--- config.mk ---
export PLATFORM = sky130hd
export DESIGN_NAME = adc_top
export DESIGN_NICKNAME = d
export VERILOG_FILES = /design/src/design/adc_pkg.sv /design/src/design/adc_top.sv /design/src/design/adc_fifo.sv
export SDC_FILE = /design/constraint.sdc
export NUM_CORES = 1
export LEC_CHECK = 0
export ABC_AREA = 1
export BUFFER_PORTS_ARGS = -buffer_cell sky130_fd_sc_hd__buf_2
export CAP_MARGIN = 5
export CORE_MARGIN = 1
export CORE_UTILIZATION = 60
export CTS_CLUSTER_DIAMETER = 50
export DETAILED_ROUTE_END_ITERATION = 10
export PLACE_DENSITY = 0.8
export SYNTH_ARGS = -nofsm -noshare
export SYNTH_HDL_FRONTEND = slang
export SYNTH_SLANG_ARGS = --single-unit
--- constraint.sdc ---
create_clock -name sys_clk_in -period 2.4 [get_ports sys_clk_in]
set_clock_uncertainty 0.05 [all_clocks]
set_input_delay 0.48 -clock sys_clk_in [delete_from_list [all_inputs] [get_ports sys_clk_in]]
set_output_delay 0.48 -clock sys_clk_in [all_outputs]
set_load 0.02 [all_outputs]
--- src/design/adc_pkg.sv ---
// Purpose: shared constants for the audio dma counter control block
// Assumes: 8-bit indirect register port, 10 MHz system clock
// Notes:   indices are extension register numbers
package adc_pkg;
  // register indices
  localparam logic [7:0] IDX_RELOAD_LOW  = 8'hA4;
  localparam logic [7:0] IDX_RELOAD_HIGH = 8'hA5;
  localparam logic [7:0] IDX_MIC_PREAMP  = 8'hA9;
  localparam logic [7:0] IDX_IRQ_CTRL    = 8'hB1;
  localparam logic [7:0] IDX_DMA_CTRL    = 8'hB2;
  localparam logic [7:0] IDX_RATE_WAKE   = 8'hBA;
  localparam logic [7:0] IDX_FM_LEVEL    = 8'hBC;
  // host port offsets
  localparam logic [3:0] PORT_INDEX = 4'hC;
  localparam logic [3:0] PORT_DATA  = 4'hE;
  // reset values
  localparam logic [7:0] RST_RELOAD_LOW  = 8'h00;
  localparam logic [7:0] RST_RELOAD_HIGH = 8'hF8;
  localparam logic [7:0] RST_MIC_PREAMP  = 8'h04;
  localparam logic [7:0] RST_IRQ_CTRL    = 8'h00;
  localparam logic [7:0] RST_DMA_CTRL    = 8'h00;
  localparam logic [7:0] RST_RATE_WAKE   = 8'h00;
  localparam logic [7:0] RST_FM_LEVEL    = 8'hB6;
  // field positions
  localparam int BIT_MIC_GAIN    = 2;
  localparam int BIT_IRQ_OVF     = 6;
  localparam int BIT_IRQ_HALF    = 5;
  localparam int BIT_DRQ_EXT     = 6;
  localparam int BIT_DRQ_COMP    = 5;
  localparam int BIT_RATE_TRIM   = 6;
  localparam int BIT_DELAY_OFF   = 5;
  localparam int BIT_FM_HI       = 7;
  localparam int BIT_FM_LO       = 6;
  // writable masks; control low nibbles read-only
  localparam logic [7:0] MASK_CTRL_RW = 8'hF0;
  localparam logic [7:0] MASK_RATE_RW = 8'h7F;
  // channel select codes
  localparam logic [3:0] CODE_NONE = 4'h0;
  localparam logic [3:0] CODE_A    = 4'h5;
  localparam logic [3:0] CODE_B    = 4'hA;
  localparam logic [3:0] CODE_C    = 4'hF;
  localparam logic [1:0] SEL_A     = 2'h1;
  localparam logic [1:0] SEL_B     = 2'h2;
  localparam logic [1:0] SEL_C     = 2'h3;
  // timing
  localparam int CLK_HZ        = 10_000_000;
  localparam int MUTE_MS       = 100;
  localparam int MUTE_CYCLES   = (CLK_HZ / 1000) * MUTE_MS;
  localparam logic [15:0] CNT_ONE = 16'h0001;
  localparam logic [15:0] CNT_MAX = 16'hFFFF;
endpackage

--- src/design/adc_top.sv ---
// Purpose: extended-mode audio transfer counter, request and control registers
// Assumes: host port decoded to a 4-bit offset
// Notes:   pin inputs pass three flops
`timescale 1ns/1ns
`default_nettype none
// Notes on behaviour
// - reload low byte resets to zero
// - reload high byte resets to F8
// - counter loads at start and overflow
// - count up per DMA byte, overflow past FFFF
// - auto-init keeps requesting, overflow only interrupts
// - normal mode stops requests on overflow
// - overflow interrupt when enable bit set
// - half-empty change interrupts during block I/O
// - interrupt control bit 4 ignored, activate enables
// - irq control low nibble reports irq
// - ext enable selects DMA, else block I/O
// - request driven; low without any enable
// - dma control low nibble reports channel
// - mic gain bit, set by reset
// - rate trim bit, cleared by reset
// - outputs muted 100 ms after reset/wake
// - FM level field, reset 0 dB code
// - compat: ack low releases request
// - ext: ack and matching strobe release
module adc_top #(
  parameter int MUTE_CYCLES = adc_pkg::MUTE_CYCLES,
  parameter int FIFO_DEPTH  = 4
) (
  input  wire logic       sys_clk_in,        // 10 MHz clock
  input  wire logic       rst_b_in,          // sync reset, low
  input  wire logic [3:0] port_addr_in,      // offset in base window
  input  wire logic       io_read_strobe_n_in,  // host read strobe, low
  input  wire logic       io_write_strobe_n_in, // host write strobe, low
  input  wire logic [7:0] host_data_in,      // host write data
  output logic      [7:0] host_data_out,     // host read data
  output logic            host_data_oe_out,  // data bus drive enable
  input  wire logic       dma_ack_n_in,      // dma acknowledge, low
  output logic            dma_request_line_out, // dma request
  output logic            irq_out,           // interrupt request
  input  wire logic       activate_in,       // logical device active
  input  wire logic [1:0] irq_sel_in,        // chosen irq, 0 = other
  input  wire logic [1:0] dma_sel_in,        // chosen channel, 0 = other
  input  wire logic       auto_init_in,      // auto-initialize mode
  input  wire logic       dma_read_in,       // 1: host reads from device
  input  wire logic       start_in,          // new transfer command pulse
  input  wire logic       wake_in,           // analog wake-up pulse
  input  wire logic       src_valid_in,      // playback byte offered
  output logic            src_ready_out,     // fifo has room
  input  wire logic [7:0] src_data_in,       // playback byte
  input  wire logic       sink_ready_in,     // consumer takes a byte
  output logic            sink_valid_out,    // byte for consumer
  output logic      [7:0] sink_data_out,     // byte for consumer
  output logic            mic_gain_out,      // 1: +26 dB preamp
  output logic            sample_rate_trim_out, // clock trim enable
  output logic            fm_level_hi_out,   // fm level bit 1
  output logic            fm_level_lo_out,   // fm level bit 0
  output logic            mute_out           // analog outputs muted
);
  localparam int MW = $clog2(MUTE_CYCLES + 1);

  // registers
  logic [7:0]  reload_low;
  logic [7:0]  reload_high;
  logic [7:0]  mic_preamp;
  logic [7:0]  irq_ctrl;
  logic [7:0]  dma_ctrl;
  logic [7:0]  rate_wake;
  logic [7:0]  fm_level;
  logic [7:0]  index_reg;
  logic [15:0] xfer_count;
  logic        running;
  logic        loaded;
  logic [MW-1:0] mute_cnt;

  // synchronisers: s1 feeds s2 only; s2/s3 agree -> stable
  logic [2:0] rd_s;
  logic [2:0] wr_s;
  logic [2:0] ack_s;
  logic       rd_n;
  logic       wr_n;
  logic       ack_n;
  logic       rd_q;
  logic       wr_q;
  logic       ack_q;

  always_ff @(posedge sys_clk_in) begin
    if (!rst_b_in) begin
      rd_s  <= 3'b111;
      wr_s  <= 3'b111;
      ack_s <= 3'b111;
    end else begin
      rd_s  <= {rd_s[1:0], io_read_strobe_n_in};
      wr_s  <= {wr_s[1:0], io_write_strobe_n_in};
      ack_s <= {ack_s[1:0], dma_ack_n_in};
    end
  end

  // a level changes once stages two and three agree
  always_ff @(posedge sys_clk_in) begin
    if (!rst_b_in) begin
      rd_n  <= 1'b1;
      wr_n  <= 1'b1;
      ack_n <= 1'b1;
      rd_q  <= 1'b1;
      wr_q  <= 1'b1;
      ack_q <= 1'b1;
    end else begin
      if (rd_s[1] == rd_s[2]) rd_n <= rd_s[2];
      if (wr_s[1] == wr_s[2]) wr_n <= wr_s[2];
      if (ack_s[1] == ack_s[2]) ack_n <= ack_s[2];
      rd_q  <= rd_n;
      wr_q  <= wr_n;
      ack_q <= ack_n;
    end
  end

  // strobe edges; host i/o only counts when ack is high
  logic io_rd_fall;
  logic io_wr_rise;
  logic io_wr_fall;
  logic io_rd_rise;
  logic dma_byte;
  logic ext_en;
  logic comp_en;
  logic fifo_half;
  logic half_q;
  logic fifo_in_valid;
  logic fifo_in_ready;
  logic fifo_out_ready;
  assign io_rd_fall = rd_q && !rd_n;
  assign io_rd_rise = !rd_q && rd_n;
  assign io_wr_fall = wr_q && !wr_n;
  assign io_wr_rise = !wr_q && wr_n;
  assign ext_en     = dma_ctrl[adc_pkg::BIT_DRQ_EXT];
  assign comp_en    = dma_ctrl[adc_pkg::BIT_DRQ_COMP];
  // one byte moved per completed strobe under ack
  assign dma_byte   = !ack_n && (dma_read_in ? io_rd_rise : io_wr_rise);

  // index then data port writes
  logic reg_wr;
  logic idx_wr;
  assign idx_wr = ack_n && io_wr_fall && port_addr_in == adc_pkg::PORT_INDEX;
  assign reg_wr = ack_n && io_wr_fall && port_addr_in == adc_pkg::PORT_DATA;

  always_ff @(posedge sys_clk_in) begin
    if (!rst_b_in) begin
      index_reg <= 8'h00;
    end else if (idx_wr) begin
      index_reg <= host_data_in;
    end
  end

  // register file; read-only nibbles not stored
  always_ff @(posedge sys_clk_in) begin
    if (!rst_b_in) begin
      reload_low  <= adc_pkg::RST_RELOAD_LOW;
      reload_high <= adc_pkg::RST_RELOAD_HIGH;
      mic_preamp  <= adc_pkg::RST_MIC_PREAMP;
      irq_ctrl    <= adc_pkg::RST_IRQ_CTRL;
      dma_ctrl    <= adc_pkg::RST_DMA_CTRL;
      rate_wake   <= adc_pkg::RST_RATE_WAKE;
      fm_level    <= adc_pkg::RST_FM_LEVEL;
    end else if (reg_wr) begin
      unique case (index_reg)
        adc_pkg::IDX_RELOAD_LOW:  reload_low  <= host_data_in;
        adc_pkg::IDX_RELOAD_HIGH: reload_high <= host_data_in;
        adc_pkg::IDX_MIC_PREAMP:  mic_preamp  <= host_data_in;
        adc_pkg::IDX_IRQ_CTRL:    irq_ctrl    <= host_data_in & adc_pkg::MASK_CTRL_RW;
        adc_pkg::IDX_DMA_CTRL:    dma_ctrl    <= host_data_in & adc_pkg::MASK_CTRL_RW;
        adc_pkg::IDX_RATE_WAKE:   rate_wake   <= host_data_in & adc_pkg::MASK_RATE_RW;
        adc_pkg::IDX_FM_LEVEL:    fm_level    <= host_data_in;
        default: ;
      endcase
    end
  end

  // read-only channel codes
  function automatic logic [3:0] sel_code(input logic [1:0] s);
    case (s)
      adc_pkg::SEL_A: sel_code = adc_pkg::CODE_A;
      adc_pkg::SEL_B: sel_code = adc_pkg::CODE_B;
      adc_pkg::SEL_C: sel_code = adc_pkg::CODE_C;
      default:        sel_code = adc_pkg::CODE_NONE;
    endcase
  endfunction

  // read mux; unmapped indices read zero
  logic [7:0] rd_val;
  always_comb begin
    rd_val = 8'h00;
    if (port_addr_in == adc_pkg::PORT_INDEX) begin
      rd_val = index_reg;
    end else if (port_addr_in == adc_pkg::PORT_DATA) begin
      case (index_reg)
        adc_pkg::IDX_RELOAD_LOW:  rd_val = reload_low;
        adc_pkg::IDX_RELOAD_HIGH: rd_val = reload_high;
        adc_pkg::IDX_MIC_PREAMP:  rd_val = mic_preamp;
        adc_pkg::IDX_IRQ_CTRL:    rd_val = {irq_ctrl[7:4], sel_code(irq_sel_in)};
        adc_pkg::IDX_DMA_CTRL:    rd_val = {dma_ctrl[7:4], sel_code(dma_sel_in)};
        adc_pkg::IDX_RATE_WAKE:   rd_val = rate_wake;
        adc_pkg::IDX_FM_LEVEL:    rd_val = fm_level;
        default:                  rd_val = 8'h00;
      endcase
    end
  end

  // read data latched at strobe fall, driven until strobe rises
  always_ff @(posedge sys_clk_in) begin
    if (!rst_b_in) begin
      host_data_out    <= 8'h00;
      host_data_oe_out <= 1'b0;
    end else if (ack_n && io_rd_fall) begin
      host_data_out    <= rd_val;
      host_data_oe_out <= 1'b1;
    end else if (!ack_n && dma_read_in && io_rd_fall) begin
      host_data_out    <= sink_data_out;
      host_data_oe_out <= 1'b1;
    end else if (rd_n) begin
      host_data_oe_out <= 1'b0;
    end
  end

  // transfer counter; start and overflow load it
  always_ff @(posedge sys_clk_in) begin
    if (!rst_b_in) begin
      xfer_count <= 16'h0000;
      loaded     <= 1'b0;
    end else if (start_in) begin
      xfer_count <= {reload_high, reload_low};
      loaded     <= 1'b1;
    end else if (dma_byte && running) begin
      if (xfer_count == adc_pkg::CNT_MAX) begin
        xfer_count <= {reload_high, reload_low};
      end else begin
        xfer_count <= xfer_count + adc_pkg::CNT_ONE;
      end
    end
  end

  logic overflow;
  assign overflow = dma_byte && running && xfer_count == adc_pkg::CNT_MAX;

  // normal mode halts on overflow until start
  always_ff @(posedge sys_clk_in) begin
    if (!rst_b_in) begin
      running <= 1'b0;
    end else if (start_in) begin
      running <= 1'b1;
    end else if (overflow && !auto_init_in) begin
      running <= 1'b0;
    end
  end

  // request release: ack (compat) or ack and strobe (ext)
  logic release_req;
  logic want_req;
  assign release_req = comp_en && !ext_en ? !ack_n
                     : !ack_n && (dma_read_in ? !rd_n : !wr_n);
  // fifo back-pressure stalls requests
  assign want_req    = running && loaded && (ext_en || comp_en) &&
                       (dma_read_in ? sink_valid_out : fifo_in_ready);
  always_ff @(posedge sys_clk_in) begin
    if (!rst_b_in) begin
      dma_request_line_out <= 1'b0;
    end else if (!ext_en && !comp_en) begin
      dma_request_line_out <= 1'b0;
    end else if (release_req || (overflow && !auto_init_in)) begin
      dma_request_line_out <= 1'b0;
    end else begin
      dma_request_line_out <= want_req && ack_n;
    end
  end

  // fifo fill: source bytes on dma reads, else dma writes or block i/o
  logic [7:0] fifo_din;
  logic       blk_wr;
  assign blk_wr         = !ext_en && ack_n && io_wr_fall && port_addr_in == adc_pkg::PORT_INDEX;
  assign fifo_in_valid  = dma_read_in ? src_valid_in
                        : ((ext_en && !ack_n && io_wr_fall) || blk_wr);
  assign fifo_din       = dma_read_in ? src_data_in : host_data_in;
  assign src_ready_out  = dma_read_in && fifo_in_ready;
  assign fifo_out_ready = dma_read_in ? dma_byte : sink_ready_in;

  adc_fifo #(
    .WIDTH (8),
    .DEPTH (FIFO_DEPTH)
  ) u_fifo (
    .sys_clk_in     (sys_clk_in),
    .rst_b_in       (rst_b_in),
    .in_valid_in    (fifo_in_valid),
    .in_ready_out   (fifo_in_ready),
    .in_data_in     (fifo_din),
    .out_valid_out  (sink_valid_out),
    .out_ready_in   (fifo_out_ready),
    .out_data_out   (sink_data_out),
    .half_empty_out (fifo_half)
  );

  // interrupt: bit 4 ignored, pin gated by activate
  always_ff @(posedge sys_clk_in) begin
    if (!rst_b_in) begin
      half_q  <= 1'b0;
      irq_out <= 1'b0;
    end else begin
      half_q <= fifo_half;
      if ((overflow && irq_ctrl[adc_pkg::BIT_IRQ_OVF]) ||
          (!ext_en && half_q != fifo_half && irq_ctrl[adc_pkg::BIT_IRQ_HALF])) begin
        irq_out <= activate_in;
      end else if (start_in || !activate_in) begin
        irq_out <= 1'b0;
      end
    end
  end

  // mute timer restarts on reset or wake unless disabled
  always_ff @(posedge sys_clk_in) begin
    if (!rst_b_in) begin
      mute_cnt <= MW'(MUTE_CYCLES);
      mute_out <= 1'b1;
    end else if (wake_in) begin
      mute_cnt <= MW'(MUTE_CYCLES);
      mute_out <= !rate_wake[adc_pkg::BIT_DELAY_OFF];
    end else begin
      if (mute_cnt != '0) mute_cnt <= mute_cnt - MW'(1);
      mute_out <= mute_cnt > MW'(1) && !rate_wake[adc_pkg::BIT_DELAY_OFF];
    end
  end

  // simple control outputs
  always_ff @(posedge sys_clk_in) begin
    if (!rst_b_in) begin
      mic_gain_out         <= adc_pkg::RST_MIC_PREAMP[adc_pkg::BIT_MIC_GAIN];
      sample_rate_trim_out <= 1'b0;
      fm_level_hi_out      <= adc_pkg::RST_FM_LEVEL[adc_pkg::BIT_FM_HI];
      fm_level_lo_out      <= adc_pkg::RST_FM_LEVEL[adc_pkg::BIT_FM_LO];
    end else begin
      mic_gain_out         <= mic_preamp[adc_pkg::BIT_MIC_GAIN];
      sample_rate_trim_out <= rate_wake[adc_pkg::BIT_RATE_TRIM];
      fm_level_hi_out      <= fm_level[adc_pkg::BIT_FM_HI];
      fm_level_lo_out      <= fm_level[adc_pkg::BIT_FM_LO];
    end
  end
endmodule
`default_nettype wire

--- src/design/adc_fifo.sv ---
// Purpose: small data fifo on the dma byte path
// Assumes: single clock, synchronous active-low reset
// Notes:   full and empty are exact; no bypass path
`timescale 1ns/1ns
`default_nettype none
module adc_fifo #(
  parameter int WIDTH = 8,
  parameter int DEPTH = 4
) (
  input  wire logic             sys_clk_in,  // system clock
  input  wire logic             rst_b_in,    // sync reset, low
  input  wire logic             in_valid_in, // write request
  output logic                  in_ready_out,// room available
  input  wire logic [WIDTH-1:0] in_data_in,  // write data
  output logic                  out_valid_out,// data available
  input  wire logic             out_ready_in,// drain request
  output logic [WIDTH-1:0]      out_data_out,// head word
  output logic                  half_empty_out // at most half full
);
  localparam int AW = $clog2(DEPTH);
  logic [WIDTH-1:0] mem [DEPTH];
  logic [AW-1:0]    wr_ptr;
  logic [AW-1:0]    rd_ptr;
  logic [AW:0]      count;
  logic             do_wr;
  logic             do_rd;

  // handshakes
  assign do_wr          = in_valid_in && in_ready_out;
  assign do_rd          = out_valid_out && out_ready_in;
  assign in_ready_out   = (count != (AW+1)'(DEPTH));
  assign out_valid_out  = (count != '0);
  assign out_data_out   = mem[rd_ptr];
  assign half_empty_out = (count <= (AW+1)'(DEPTH / 2));

  // storage has no reset; only pointers matter
  always_ff @(posedge sys_clk_in) begin
    if (do_wr) begin
      mem[wr_ptr] <= in_data_in;
    end
  end

  // pointers and fill count
  always_ff @(posedge sys_clk_in) begin
    if (!rst_b_in) begin
      wr_ptr <= '0;
      rd_ptr <= '0;
      count  <= '0;
    end else begin
      if (do_wr) begin
        wr_ptr <= (wr_ptr == AW'(DEPTH - 1)) ? '0 : wr_ptr + AW'(1);
      end
      if (do_rd) begin
        rd_ptr <= (rd_ptr == AW'(DEPTH - 1)) ? '0 : rd_ptr + AW'(1);
      end
      count <= count + (AW+1)'(do_wr) - (AW+1)'(do_rd);
    end
  end
endmodule
`default_nettype wire

After elaboration in Yosys (flattened, before gate mapping)
Memory sizes are Yosys's and may differ from the RTL's. A register that Yosys moved wholly into a read port is not among the register bits.
Cells that the tools add are included.
{ "totals": {"mem_bits_rw": 32, "register_bits": 131, "memories": 1} }
{ "classes": {"reduce_logical": 64, "addsub": 6, "n_lt_le_gt_ge": 2, "n_mux": 31, "bitwise_logic": 1, "n_eq_ne": 23} }
{ "mem_list": {"columns": ["name", "depth", "word_bits", "read_ports", "rd_ports_with_merged_regs", "write_ports", "line", "text"], "rows": [
  ["u_fifo.mem", 4, 8, 1, 1, 1, "adc_fifo.sv:21", "logic [WIDTH-1:0] mem [DEPTH];"]
]} }
{ "op_table": {"columns": ["operator", "n"], "rows": [
  ["8-bit equality test, second input constant", 7],
  ["8-bit one-hot mux with 7 select lines", 1],
  ["16-bit 2-to-1 mux", 3],
  ["8-bit 2-to-1 mux", 5],
  ["1-bit logical AND", 33],
  ["4-bit one-hot mux with 3 select lines", 2],
  ["20-bit by 1-bit > comparator with 1-bit output, second input constant", 1],
  ["20-bit nonzero test", 1],
  ["20-bit by 1-bit subtractor with 20-bit output, second input constant", 1],
  ["16-bit by 1-bit adder with 16-bit output, second input constant", 1],
  ["16-bit equality test, second input constant", 1],
  ["1-bit 2-to-1 mux", 16],
  ["2-bit AND reduction", 7],
  ["2-bit equality test, second input constant", 6],
  ["1-bit zero test", 10],
  ["4-bit equality test, second input constant", 2],
  ["2-bit 2-to-1 mux", 4],
  ["2-bit nonzero test", 4],
  ["3-bit nonzero test", 2],
  ["1-bit logical OR", 5],
  ["2-bit by 1-bit adder with 2-bit output, second input constant", 2],
  ["2-bit by 1-bit equality test with 1-bit output, second input constant", 2],
  ["3-bit by 1-bit adder with 3-bit output", 1],
  ["1-bit equality test", 3],
  ["other kinds (7)", 7]
]} }

Depth between registers and ports, before layout
Gate-level depths: netlist of run 1.
{ "logic_depth": {"depth_word": 9, "depth_mapped": 14} }

By module
From an unflattened synthesis of run 1, not the netlist that was laid out.
{ "hier_totals": {"hier_cells": 1033, "area_unflattened_um2": 8051.5} }
{ "modules_own_cells": {"columns": ["module", "seq_area_each_um2", "area_per_inst_um2", "instances", "cells_each"], "rows": [
  ["adc_top", 2482.4, 6349.8, 1, 893],
  ["adc_fifo", 1141.1, 1701.6, 1, 140]
]} }

Least setup slack after synthesis of run 1
Ideal clock, no wire load.
{ "synth_path": {"kind": "input to register", "startpoint": "in port_addr_in[2]", "endpoint": "reg u_fifo.count[1]", "cell_stages": 12, "n_path_buf": 0, "arrival_ns": 2.071, "setup_ns": 0.110, "slack_ns": 0.169, "cell_sequence": "nand2_1 -> inv_1 -> nand2_1 -> nor3_2 -> inv_1 -> o21ai_0 -> nand2_1 -> inv_1 -> ha_1 -> fa_1 -> nand2_1 -> inv_1"} }
{ "synth_between": {"elab_chain_cells": 7} }
{ "synth_rtl": {"columns": ["item", "line", "text"], "rows": [
  ["start: declaration", "adc_top.sv:32", "input wire logic [3:0] port_addr_in,"],
  ["4-bit equality test", "adc_top.sv:278", "assign blk_wr = !ext_en && ack_n && io_wr_fall && port_addr_in == adc_pkg::PORT_INDEX;"],
  ["1-bit logical AND", "adc_top.sv:278", null],
  ["1-bit logical OR", "adc_top.sv:280", ": ((ext_en && !ack_n && io_wr_fall) || blk_wr);"],
  ["1-bit 2-to-1 mux", "adc_top.sv:279", "assign fifo_in_valid = dma_read_in ? src_valid_in"],
  ["1-bit logical AND", "adc_fifo.sv:29", "assign do_wr = in_valid_in && in_ready_out;"],
  ["net u_fifo.do_wr", "adc_fifo.sv:25", "logic do_wr;"],
  ["3-bit by 1-bit adder with 3-bit output", "adc_fifo.sv:56", "count <= count + (AW+1)'(do_wr) - (AW+1)'(do_rd);"],
  ["3-bit by 1-bit subtractor with 3-bit output", "adc_fifo.sv:56", null],
  ["end signal: assignment", "adc_fifo.sv:56", null],
  ["end: declaration", "adc_fifo.sv:24", "logic [AW:0] count;"]
]} }
The timed path passes the listed nets, and every way through them passes these cells.
A chain may end at the register's enable or synchronous reset.

Final worst setup path of run 1
{ "layout_path": {"startpoint": "reg wr_n", "endpoint": "reg u_fifo.count[1]"} }
{ "layout_between": {"elab_cells_between_ends": 15, "classes_between": "2 x add/sub; 3 x mux; 10 x reduce/logical"} }
{ "layout_rtl": {"columns": ["item", "line", "text"], "rows": [
  ["start: declaration", "adc_top.sv:81", "logic wr_n;"],
  ["start signal: assignment", "adc_top.sv:110", "if (wr_s[1] == wr_s[2]) wr_n <= wr_s[2];"],
  ["1-bit logical AND", "adc_top.sv:134", "assign io_wr_rise = !wr_q && wr_n;"],
  ["1-bit 2-to-1 mux", "adc_top.sv:138", "assign dma_byte = !ack_n && (dma_read_in ? io_rd_rise : io_wr_rise);"],
  ["1-bit logical AND", "adc_top.sv:138", null],
  ["1-bit 2-to-1 mux", "adc_top.sv:283", "assign fifo_out_ready = dma_read_in ? dma_byte : sink_ready_in;"],
  ["1-bit logical AND", "adc_fifo.sv:30", "assign do_rd = out_valid_out && out_ready_in;"],
  ["net u_fifo.do_rd", "adc_fifo.sv:26", "logic do_rd;"],
  ["3-bit by 1-bit subtractor with 3-bit output", "adc_fifo.sv:56", null]
]} }
The timed path passes the listed nets, and every way through them passes these cells.

==> results of run 1 <==
logic make-up (layout without fill, tap and decap cells):
kind of cell               count (synthesis)  in the layout  share of synthesized area
adders and majority gates                 13             13                     0.0219
DFF                                      165            165                      0.466
and+or+nand+nor                          472            472                      0.269
buffers and inverters                    144            239                     0.0767
AOI/OAI and AO/OA                        220            220                      0.154
xor gates and xnor gates                  12             12                     0.0135
where the power goes:
group | internal [mW] | switching (mW) | total, mW
sequential | 2.96 | 0.0877 | 3.05
clock | 1.73 | 1.11 | 2.84
combinational | 0.334 | 0.648 | 0.982
total | 5.02 | 1.85 | 6.87
per-layer routing:
metal	track usage	part of all wire	up-vias
met5	0	0	-
met4	0.103	0.025	0
met3	0.0701	0.074	37
met2	0.463	0.44	277
met1	0.425	0.46	3268
li1	-	-	3541
cell usage after synthesis:
cell,number,area share
nand2_1,188,0.091
nor2_1,151,0.073
dfxtp_1,133,0.34
inv_1,102,0.049
o21ai_0,97,0.062
a21oi_1,79,0.051
nand3_1,71,0.046
edfxtp_1,32,0.12
clkbuf_1,16,0.0077
o211ai_1,14,0.014
or2_2,14,0.011
nor3_1,13,0.0084
buf_2,12,0.0077
ha_1,12,0.019
xor2_1,11,0.012
nor2_2,8,0.0064
o22ai_1,8,0.0064
a211oi_1,7,0.0068
nand2_2,7,0.0056
nand4_1,7,0.0056
inv_2,5,0.0024
o21ai_1,5,0.0032
buf_6,4,0.0058
nor2_8,4,0.010
a21oi_2,3,0.0034
buf_4,3,0.0029
nor2_4,2,0.0029
nor3_2,2,0.0026
o21bai_1,2,0.0019
o31ai_1,2,0.0019
a2111oi_0,1,0.0011
buf_1,1,0.00048
clkinv_1,1,0.00048
fa_1,1,0.0026
nand3b_1,1,0.00096
nand4_2,1,0.0016
nor3_4,1,0.0021
nor3b_1,1,0.00096
nor4_1,1,0.00080
o211a_1,1,0.0013
o21ai_2,1,0.0011
xnor2_1,1,0.0011
area by class of cell:
class                   count  area (sq um)  share of cell area
repair buffers             99           591              0.0654
clock inverters            15           188              0.0208
flip-flops and latches    165          3620               0.402
multi-input cells         717          3570               0.396
inverters                 108           409              0.0453
well taps                 172           215              0.0238
clock buffers              17           425              0.0471
stage by stage:
stage	utilization	setup TNS [ps]	setup WS (ps)	instance area [sq um]
final	0.715	0	59.9	9020
after global routing	0.715	-211	-109	9020
after CTS	0.713	0	27.5	9000
after detailed placement	0.664	-43.2	-28.1	8390
after global placement	0.664	0	76.4	8390
after floorplan	-	0	169	7780
worst paths after layout:
path,slack [ps],end,startpoint,cells after the start
worst min-delay path,180,rd_s[0]$_SDFF_PN1_,io_read_strobe_n_in,2
worst min register to register,360,ack_s[1]$_SDFF_PN1_,ack_s[0]$_SDFF_PN1_,1
worst max register to register,60,u_fifo.count[1]$_SDFF_PN0_,wr_n$_SDFFE_PN1N_,14
worst max-delay path,60,u_fifo.count[1]$_SDFF_PN0_,wr_n$_SDFFE_PN1N_,14
timing repair:
action	in CTS	in global routing
resized for setup	0	4
buffers inserted	0	2
setup endpoints to repair	0	10
endpoints found under the hold margin	0	0
==> impl_results.md, run 1 <==
* Regs by FF count: u_fifo.mem x32, mute_cnt x20, xfer_count x16
* Synthesized area at roughly 0.0078 sq mm
* Max FFs per register at 32
* CTS Buf Count at 17
* Status: completed
* WP buf/inv at 4
* Fin. max-slew vios at 0
* Largest reg by FF count: u_fifo.mem
* Post-Syn Instances at 1026
* P per Cell Area at between 700 and 800 mW/mm^2
* Antenna-violating nets left at 0
* Htree depth at 4
* Number of global-route vias before repair at 6281
* Clk Latency, worst-skew pair at roughly 430 ps
* Gr usage total at 0.304
* Most common cell after layout, fill and taps aside: nand2_1
* Antenna violations before repair at 0
* Post-route insts no fill at between 1000 and 1500
* Largest net degree at the start of global routing at between 40 and 50
* Relative slew slack at 0.601
* Crit path largest cell delay at 420 ps
* Antenna Cells at 0
* Max-cap violations at 0
* Syn Area/Cell at 7.59 sq um
* Clock root buffer: clkbuf_16
* DR DRC count at 0
* Mapped Nets at between 1000 and 1500
* CP dominant cell by count: inv_1
* Crit-path max FO at 4
* DRT iter0 DRCs at between 700 and 800
* Final Critical Period at between 2000 and 2500 ps
* Share of cells above drive strength 1 at 0.161
* CP Capture Type: register
* Hold WC Path Type: in -> reg
* Worst VDD drop at 0.516 mV
* FP Rows at 41
* Grt ovf at 0
* Slowest-stage cell, CP: fa_1
* Detailed-route wire length per cell at around 15 um
* DIE HEIGHT at 116 um
* Hold Slack at roughly 180 ps
* Top-Level Pins at a little over 60
* Vias per cell at 5.51
* Worst EP required at approximately 2700 ps
* Worst-path cell chain: inv_1 > nor2_2 > nand2_1 > a21oi_2 > nor2_1 > nor2_1 > nand2_1 > inv_1 > ha_1 > inv_1 > ha_1 > fa_1 > nand2_1 > inv_1
* First-pass GRT wire length at about 30 mm
* Critical path's top delay family: adder cells
* Drt first pass iters at 6
* Post-Route WL at ~20 mm
* # nets final at approximately 1200
* Final Power at slightly below 7 mW
* Highest Clock Rate at 427 MHz
* Distinct cells, synth at 42
* Most frequent cells in the layout: nand2_1 (188), nor2_1 (149), dfxtp_1 (132), inv_1 (101), o21ai_0 (97)
* Pleak at ~4.1 nW
* Setup crit start kind: register
* Via count at slightly above 7000
* Final Cycle Share at 0.975
* Number of synthesis warnings at 0
* Maximum root-to-sink buffer count at 2
* Actual slew at the worst max-slew pin at ~600 ps
* Core ar. at ~0.013 sq mm
* Area Overhead vs Synth at 15.9%
* Initial core utilization at 0.617
* Placed cell count at about 1300
* # port buffers at 61
* Final Hold Viols at 0
* Crit path kind: reg -> reg
* Final setup violation count at 0
* WP data arrival at ~2600 ps
* Die ar. at around 0.013 sq mm
* CTS sink cnt at roughly 170
* Clock-pin slew on the worst setup and hold paths at around 60 ps
* RD Place Congestion at 0.958
* Hold-fix buffers, CTS at 0
* Chip width at 116 um
* CTS tree: built
* Seq cells post-synth at 165
* Register area share after synthesis at 0.466
* DP HPWL at between 10 and 15 mm
* Fill cell count at between 1000 and 1500
Power figures use the tool's default switching activity.
==> inputs of run 2 (changes only) <==
CORE_UTILIZATION = 54   (was 60)
PLACE_DENSITY = 0.76   (was 0.8)
clock period = 1.95 ns   (was 2.4 ns; I/O delays follow)
==> impl_results.md, run 2 (synthesis results as in run 1) <==
* Final Hold Viols at 0
* Highest Clock Rate at just under 500 MHz
* Max-cap violations at 0
* DIE HEIGHT at around 120 um
* Grt ovf at 0
* Post-route insts no fill at roughly 1300
* DR DRC count at 0
* Most frequent cells in the layout: nand2_1 (181), nor2_1 (141), dfxtp_1 (129), inv_1 (94), o21ai_0 (81)
* CTS Buf Count at 17
* Area Overhead vs Synth at 24.9%
* Slowest-stage cell, CP: fa_2
* Final setup margin at -93.0 ps
* Worst Reg-to-Reg Cells at 14
* RR Startpoint: wr_n$_SDFFE_PN1N_
* Critical path's top delay family: adder cells
* P per Cell Area at between 900 and 1000 mW/mm^2
* Relative slew slack at 0.640
* # nets final at 1203
* DRT iter0 DRCs at roughly 640
* Post-Route WL at approximately 20 mm
* Clock-pin slew on the worst setup and hold paths at approximately 70 ps
* WP buf/inv at 4
* Most common cell after layout, fill and taps aside: nand2_1
* Largest reg by FF count: u_fifo.mem
* Met1 wire length at 9.40 mm
* Antenna violations before repair at 0
* Antenna Cells at 0
* Drt first pass iters at 6
* HP Start: io_read_strobe_n_in
* WP data arrival at 2330 ps
* Pleak at ~4.4 nW
* Setup crit start kind: register
* Setup Slack @ Placement at -310 ps
* CP dominant cell by count: inv_2
* Metal2 WL at approximately 9.5 mm
* Chip width at approximately 120 um
* Regs by FF count: u_fifo.mem x32, mute_cnt x20, xfer_count x16
* Hold Path Sink: rd_s[0]$_SDFF_PN1_
* Maximum root-to-sink buffer count at 2
* Max FFs per register at 32
* Initial core utilization at 0.556
* Detailed-route wire length per cell at 15.3 um
* Clk Latency, worst-skew pair at between 400 and 500 ps
* Placed cell count at ~1300
* Crit-path max FO at 2
* DP HPWL at approximately 14 mm
* Share of cells above drive strength 1 at 0.238
* Actual slew at the worst max-slew pin at 534 ps
* CP Capture Type: register
* Crit path kind: reg -> reg
* Worst VDD drop at about 0.75 mV
* Failing checks: negative setup slack
* Reg2Reg Setup Slack at -90 ps
* Setup TNS at -149 ps
* Max Used Layer: met4
* CTS sink cnt at between 150 and 200
* Core ar. at 0.0140 sq mm
* Crit path largest cell delay at approximately 410 ps
* CTS tree: built
* Met3 WL post-DR at about 1.3 mm
* Antenna-violating nets left at 0
* Final Critical Period at 2040 ps
* Top-Level Pins at 62
* Hold path depth at 2
* RSZ-0062 raised after global routing: yes
* Htree depth at 4
* Die ar. at around 0.015 sq mm
* Final Power at 8.88 mW
* R2r endpoint: u_fifo.count[1]$_SDFF_PN0_
* Fill cell count at between 1000 and 1500
* # port buffers at a little over 60
* Final Cycle Share at 1.05
* FP Rows at 43
* First-pass GRT wire length at roughly 32 mm
* Fin. max-slew vios at 0
* RD Place Congestion at about 0.97
* Gr usage total at 0.285
* Largest net degree at the start of global routing at 62
* Hold WC Path Type: in -> reg
* Finished Core Util at 0.695
* Final setup violation count at 3
* Worst-path cell chain: inv_2 > nor2_4 > nand2_2 > a21oi_2 > nor2_1 > nor2_1 > nand2_1 > inv_2 > ha_4 > inv_2 > ha_4 > fa_2 > nand2_1 > inv_1
* Number of global-route vias before repair at about 6400
* Status: complete, but fails checks
* Vias per cell at around 5.4
* Worst EP required at around 2200 ps
* Clock root buffer: clkbuf_16
* Via count at between 7000 and 8000
run 2: cell types whose count changed in the layout (fill, tap and decap cells not counted), moves of 6 or more:
cell	change
o21ai_1	+7
nor2_1	-8
o21ai_0	-16
o21ai_2	+8
buf_12	+6
buf_6	+14
buf_2	-8
o22ai_1	-8
nand2_1	-7
buf_4	+34
inv_1	-7
o22ai_2	+8
nor2_2	+6
run 2: worst max path at each step:
stage                 startpoint                         end  slack (ps)  depth (start not counted)
2_1_floorplan        dma_read_in  u_fifo.count[1]$_SDFF_PN0_         -90                         13
3_3_place_gp         dma_read_in  u_fifo.count[1]$_SDFF_PN0_        -270                         14
3_5_place_dp         dma_read_in  u_fifo.count[1]$_SDFF_PN0_        -310                         14
4_1_cts        wr_n$_SDFFE_PN1N_  u_fifo.count[1]$_SDFF_PN0_         -50                         14
5_1_grt        wr_n$_SDFFE_PN1N_  u_fifo.count[1]$_SDFF_PN0_        -220                         14
6_report       wr_n$_SDFFE_PN1N_  u_fifo.count[1]$_SDFF_PN0_         -90                         14
run 2: final cells by class:
cell class,instances,area [sq um],share of cell area
Clock buffer,19,464,0.0478
Clock inverter,13,121,0.0125
Inverter,108,418,0.0430
Multi-Input combinational cell,717,3770,0.388
Sequential cell,165,3630,0.374
Tap cell,180,225,0.0232
Timing Repair Buffer,145,1080,0.111
run 2: stage by stage:
stage | hold WS, ps | instance area, sq um
2_1_floorplan | 343 | 7860
3_3_place_gp | 347 | 8730
3_5_place_dp | 360 | 8730
4_1_cts | 81.1 | 9490
5_1_grt | 86.9 | 9720
6_report | 85.2 | 9720
run 2: what timing repair did:
item / 4_1_cts / 5_1_grt
pin swaps: 10 / 14
gates resized for setup: 21 / 65
setup endpoints to repair: 10 / 58
cloned: 0 / 1
hold buffers: 0 / 0
setup buffers: 19 / 2
run 2: worst register-to-register path: cells and delay by family, from the launching register on:
kind	cells	cell delay, ps
adders and majority gates	3	720
and+or+nand+nor	6	450
DFF	1	340
buffers and inverters	4	220
AOI/OAI and AO/OA	1	150
run 2: power breakdown:
group / internal [mW] / switching, mW / total, mW
Combinational: 0.816 / 0.993 / 1.81
Clock: 1.88 / 1.43 / 3.31
Sequential: 3.65 / 0.115 / 3.76
Total: 6.34 / 2.54 / 8.88
run 2: per-layer routing:
metal,up-vias,global-route usage
li1,3642,-
met1,3314,0.394
met2,259,0.449
met3,30,0.0534
met4,0,0.0938
met5,-,0
==> inputs of run 3 (changes only) <==
CORE_MARGIN = 2   (was 1)
CORE_UTILIZATION = 60   (was 54)
PLACE_DENSITY = 0.8   (was 0.76)
clock period = 2.1 ns   (was 1.95 ns; I/O delays follow)
==> impl_results.md, run 3 (synthesis results as in run 1) <==
* RD Place Congestion at between 0.9 and 1
* Placed cell count at approximately 1300
* Die ar. at 0.0139 sq mm
* Most common cell after layout, fill and taps aside: nand2_1
* P per Cell Area at approximately 900 mW/mm^2
* Hold Slack at 118 ps
* Clock-pin slew on the worst setup and hold paths at 70 ps
* Sequential Area at about 0.0036 sq mm
* Area occupied by multi-input gates at about 0.0037 sq mm
* FP Rows at about 40
* CTS sink cnt at about 170
* Initial core utilization at 0.617
* Met2 usage at 0.465
* DRT iter0 DRCs at between 700 and 800
* Antenna violations before repair at 0
* Highest Clock Rate at roughly 470 MHz
* Fill cell count at 998
* Regs by FF count: u_fifo.mem x32, mute_cnt x20, xfer_count x16
* Clock root buffer: clkbuf_16
* Crit path kind: reg -> reg
* CTS Buf Count at 17
* Number of global-route vias before repair at between 6000 and 7000
* Final Hold Viols at 0
* Share of cells above drive strength 1 at 0.201
* CTS tree: built
* Final Critical Period at about 2100 ps
* Core ar. at around 0.013 sq mm
* Met3 GRT Util at 0.0673
* Pleak at ~4.2 nW
* Detailed-route wire length per cell at 16.0 um
* Htree depth at 4
* Final Power at 8.38 mW
* Finished Core Util at 0.745
* Actual slew at the worst max-slew pin at between 500 and 600 ps
* Gr usage total at 0.303
* Via count at between 7000 and 8000
* Final setup margin at -6.51 ps
* Post-route insts no fill at between 1000 and 1500
* Fin. max-slew vios at 0
* Vias per cell at about 5.6
* Reg2Reg Setup Slack at -7 ps
* WP data arrival at 2390 ps
* DIE HEIGHT at between 100 and 150 um
* Area Overhead vs Synth at 20.7%
* Antenna Cells at 0
* Largest reg by FF count: u_fifo.mem
* Chip width at between 100 and 150 um
* DP HPWL at roughly 14 mm
* RSZ-0062 raised after global routing: yes
* Final Cycle Share at 1.00
* Max FFs per register at 32
* Status: complete, but fails checks
* Worst EP required at 2380 ps
* Most frequent cells in the layout: nand2_1 (183), nor2_1 (148), dfxtp_1 (129), inv_1 (94), o21ai_0 (89)
* Maximum root-to-sink buffer count at 2
* Hold WC Path Type: in -> reg
* Worst VDD drop at approximately 0.78 mV
* Met1 usage at 0.413
* Top-Level Pins at a little over 60
* Max-cap violations at 0
* Relative slew slack at 0.641
* Largest net degree at the start of global routing at between 40 and 50
* Grt ovf at 0
* Antenna-violating nets left at 0
* # port buffers at between 60 and 70
* Setup Slack @ Placement at -192 ps
* Clk Latency, worst-skew pair at around 430 ps
* Setup crit start kind: register
* DR DRC count at 0
* CP Capture Type: register
* Crit-path max FO at 2
* Drt first pass iters at 6
* Final setup violation count at 1
* Top Usage Layer GRT: met2
* First-pass GRT wire length at roughly 33 mm
* Post-Route WL at between 20 and 25 mm
* Failing checks: negative setup slack
* # nets final at roughly 1200
==> run 3: cell types whose count changed in the layout (fill, tap and decap cells not counted), sizes merged <==
cell,before,now
buf,145,117
bufinv,1,5
clkbuf,19,22
clkinv,6,3
inv,110,107
clkinvlp,4,3
==> run 3: worst paths after layout <==
| path | startpoint | endpoint | cells after the start |
|---|---|---|---|
| setup / recovery | wr_n$_SDFFE_PN1N_ | u_fifo.count[1]$_SDFF_PN0_ | 14 |
| hold / removal | io_write_strobe_n_in | wr_s[0]$_SDFF_PN1_ | 2 |
| setup reg to reg | wr_n$_SDFFE_PN1N_ | u_fifo.count[1]$_SDFF_PN0_ | 14 |
| hold reg to reg | wr_s[0]$_SDFF_PN1_ | wr_s[1]$_SDFF_PN1_ | 1 |
==> run 3: per-layer routing <==
metal / part of all wire / vias to the layer above
met4: 0.033 / 0
met2: 0.45 / 317
met5: 0 / -
met1: 0.44 / 3374
met3: 0.076 / 57
li1: - / 3589
==> run 3: timing repair <==
action	4_1_cts	5_1_grt
hold buffers	0	0
gates resized for setup	8	28
endpoints found under the setup margin	9	43
pin swaps	1	10
setup buffers	4	4
gates cloned	0	0
==> run 3: critical path: stages (launching register included) <==
cell and delay (ps):
dfxtp_2 340, inv_2 50, nor2_4 120, nand2_2 70, a21oi_2 150, nor2_1 60, nor2_1 100, nand2_1 90
inv_2 90, ha_4 200, inv_4 50, ha_4 120, fa_2 410, nand2_1 70, inv_1 40
==> run 3: area by class of cell <==
class,instances,area share
well taps,172,0.0229
clock inverters,10,0.0201
clock buffers,22,0.0517
repair buffers,117,0.0823
inverters,108,0.0442
multi-input cells,717,0.392
flip-flops and latches,165,0.386
==> run 3: where the power goes <==
| group | internal, mW | total (mW) | switching [mW] |
|---|---|---|---|
| combinational | 0.508 | 1.35 | 0.838 |
| clock | 2.25 | 3.54 | 1.28 |
| sequential | 3.39 | 3.49 | 0.107 |
| total | 6.15 | 8.38 | 2.23 |
==> run 3: through the flow <==
step / setup TNS [ps] / cell area, sq um
after CTS: 0 / 9270
after detailed placement: -356 / 8550
after global routing: -245 / 9400
final: -6.51 / 9400
after global placement: -246 / 8550
after floorplan: 0 / 7830
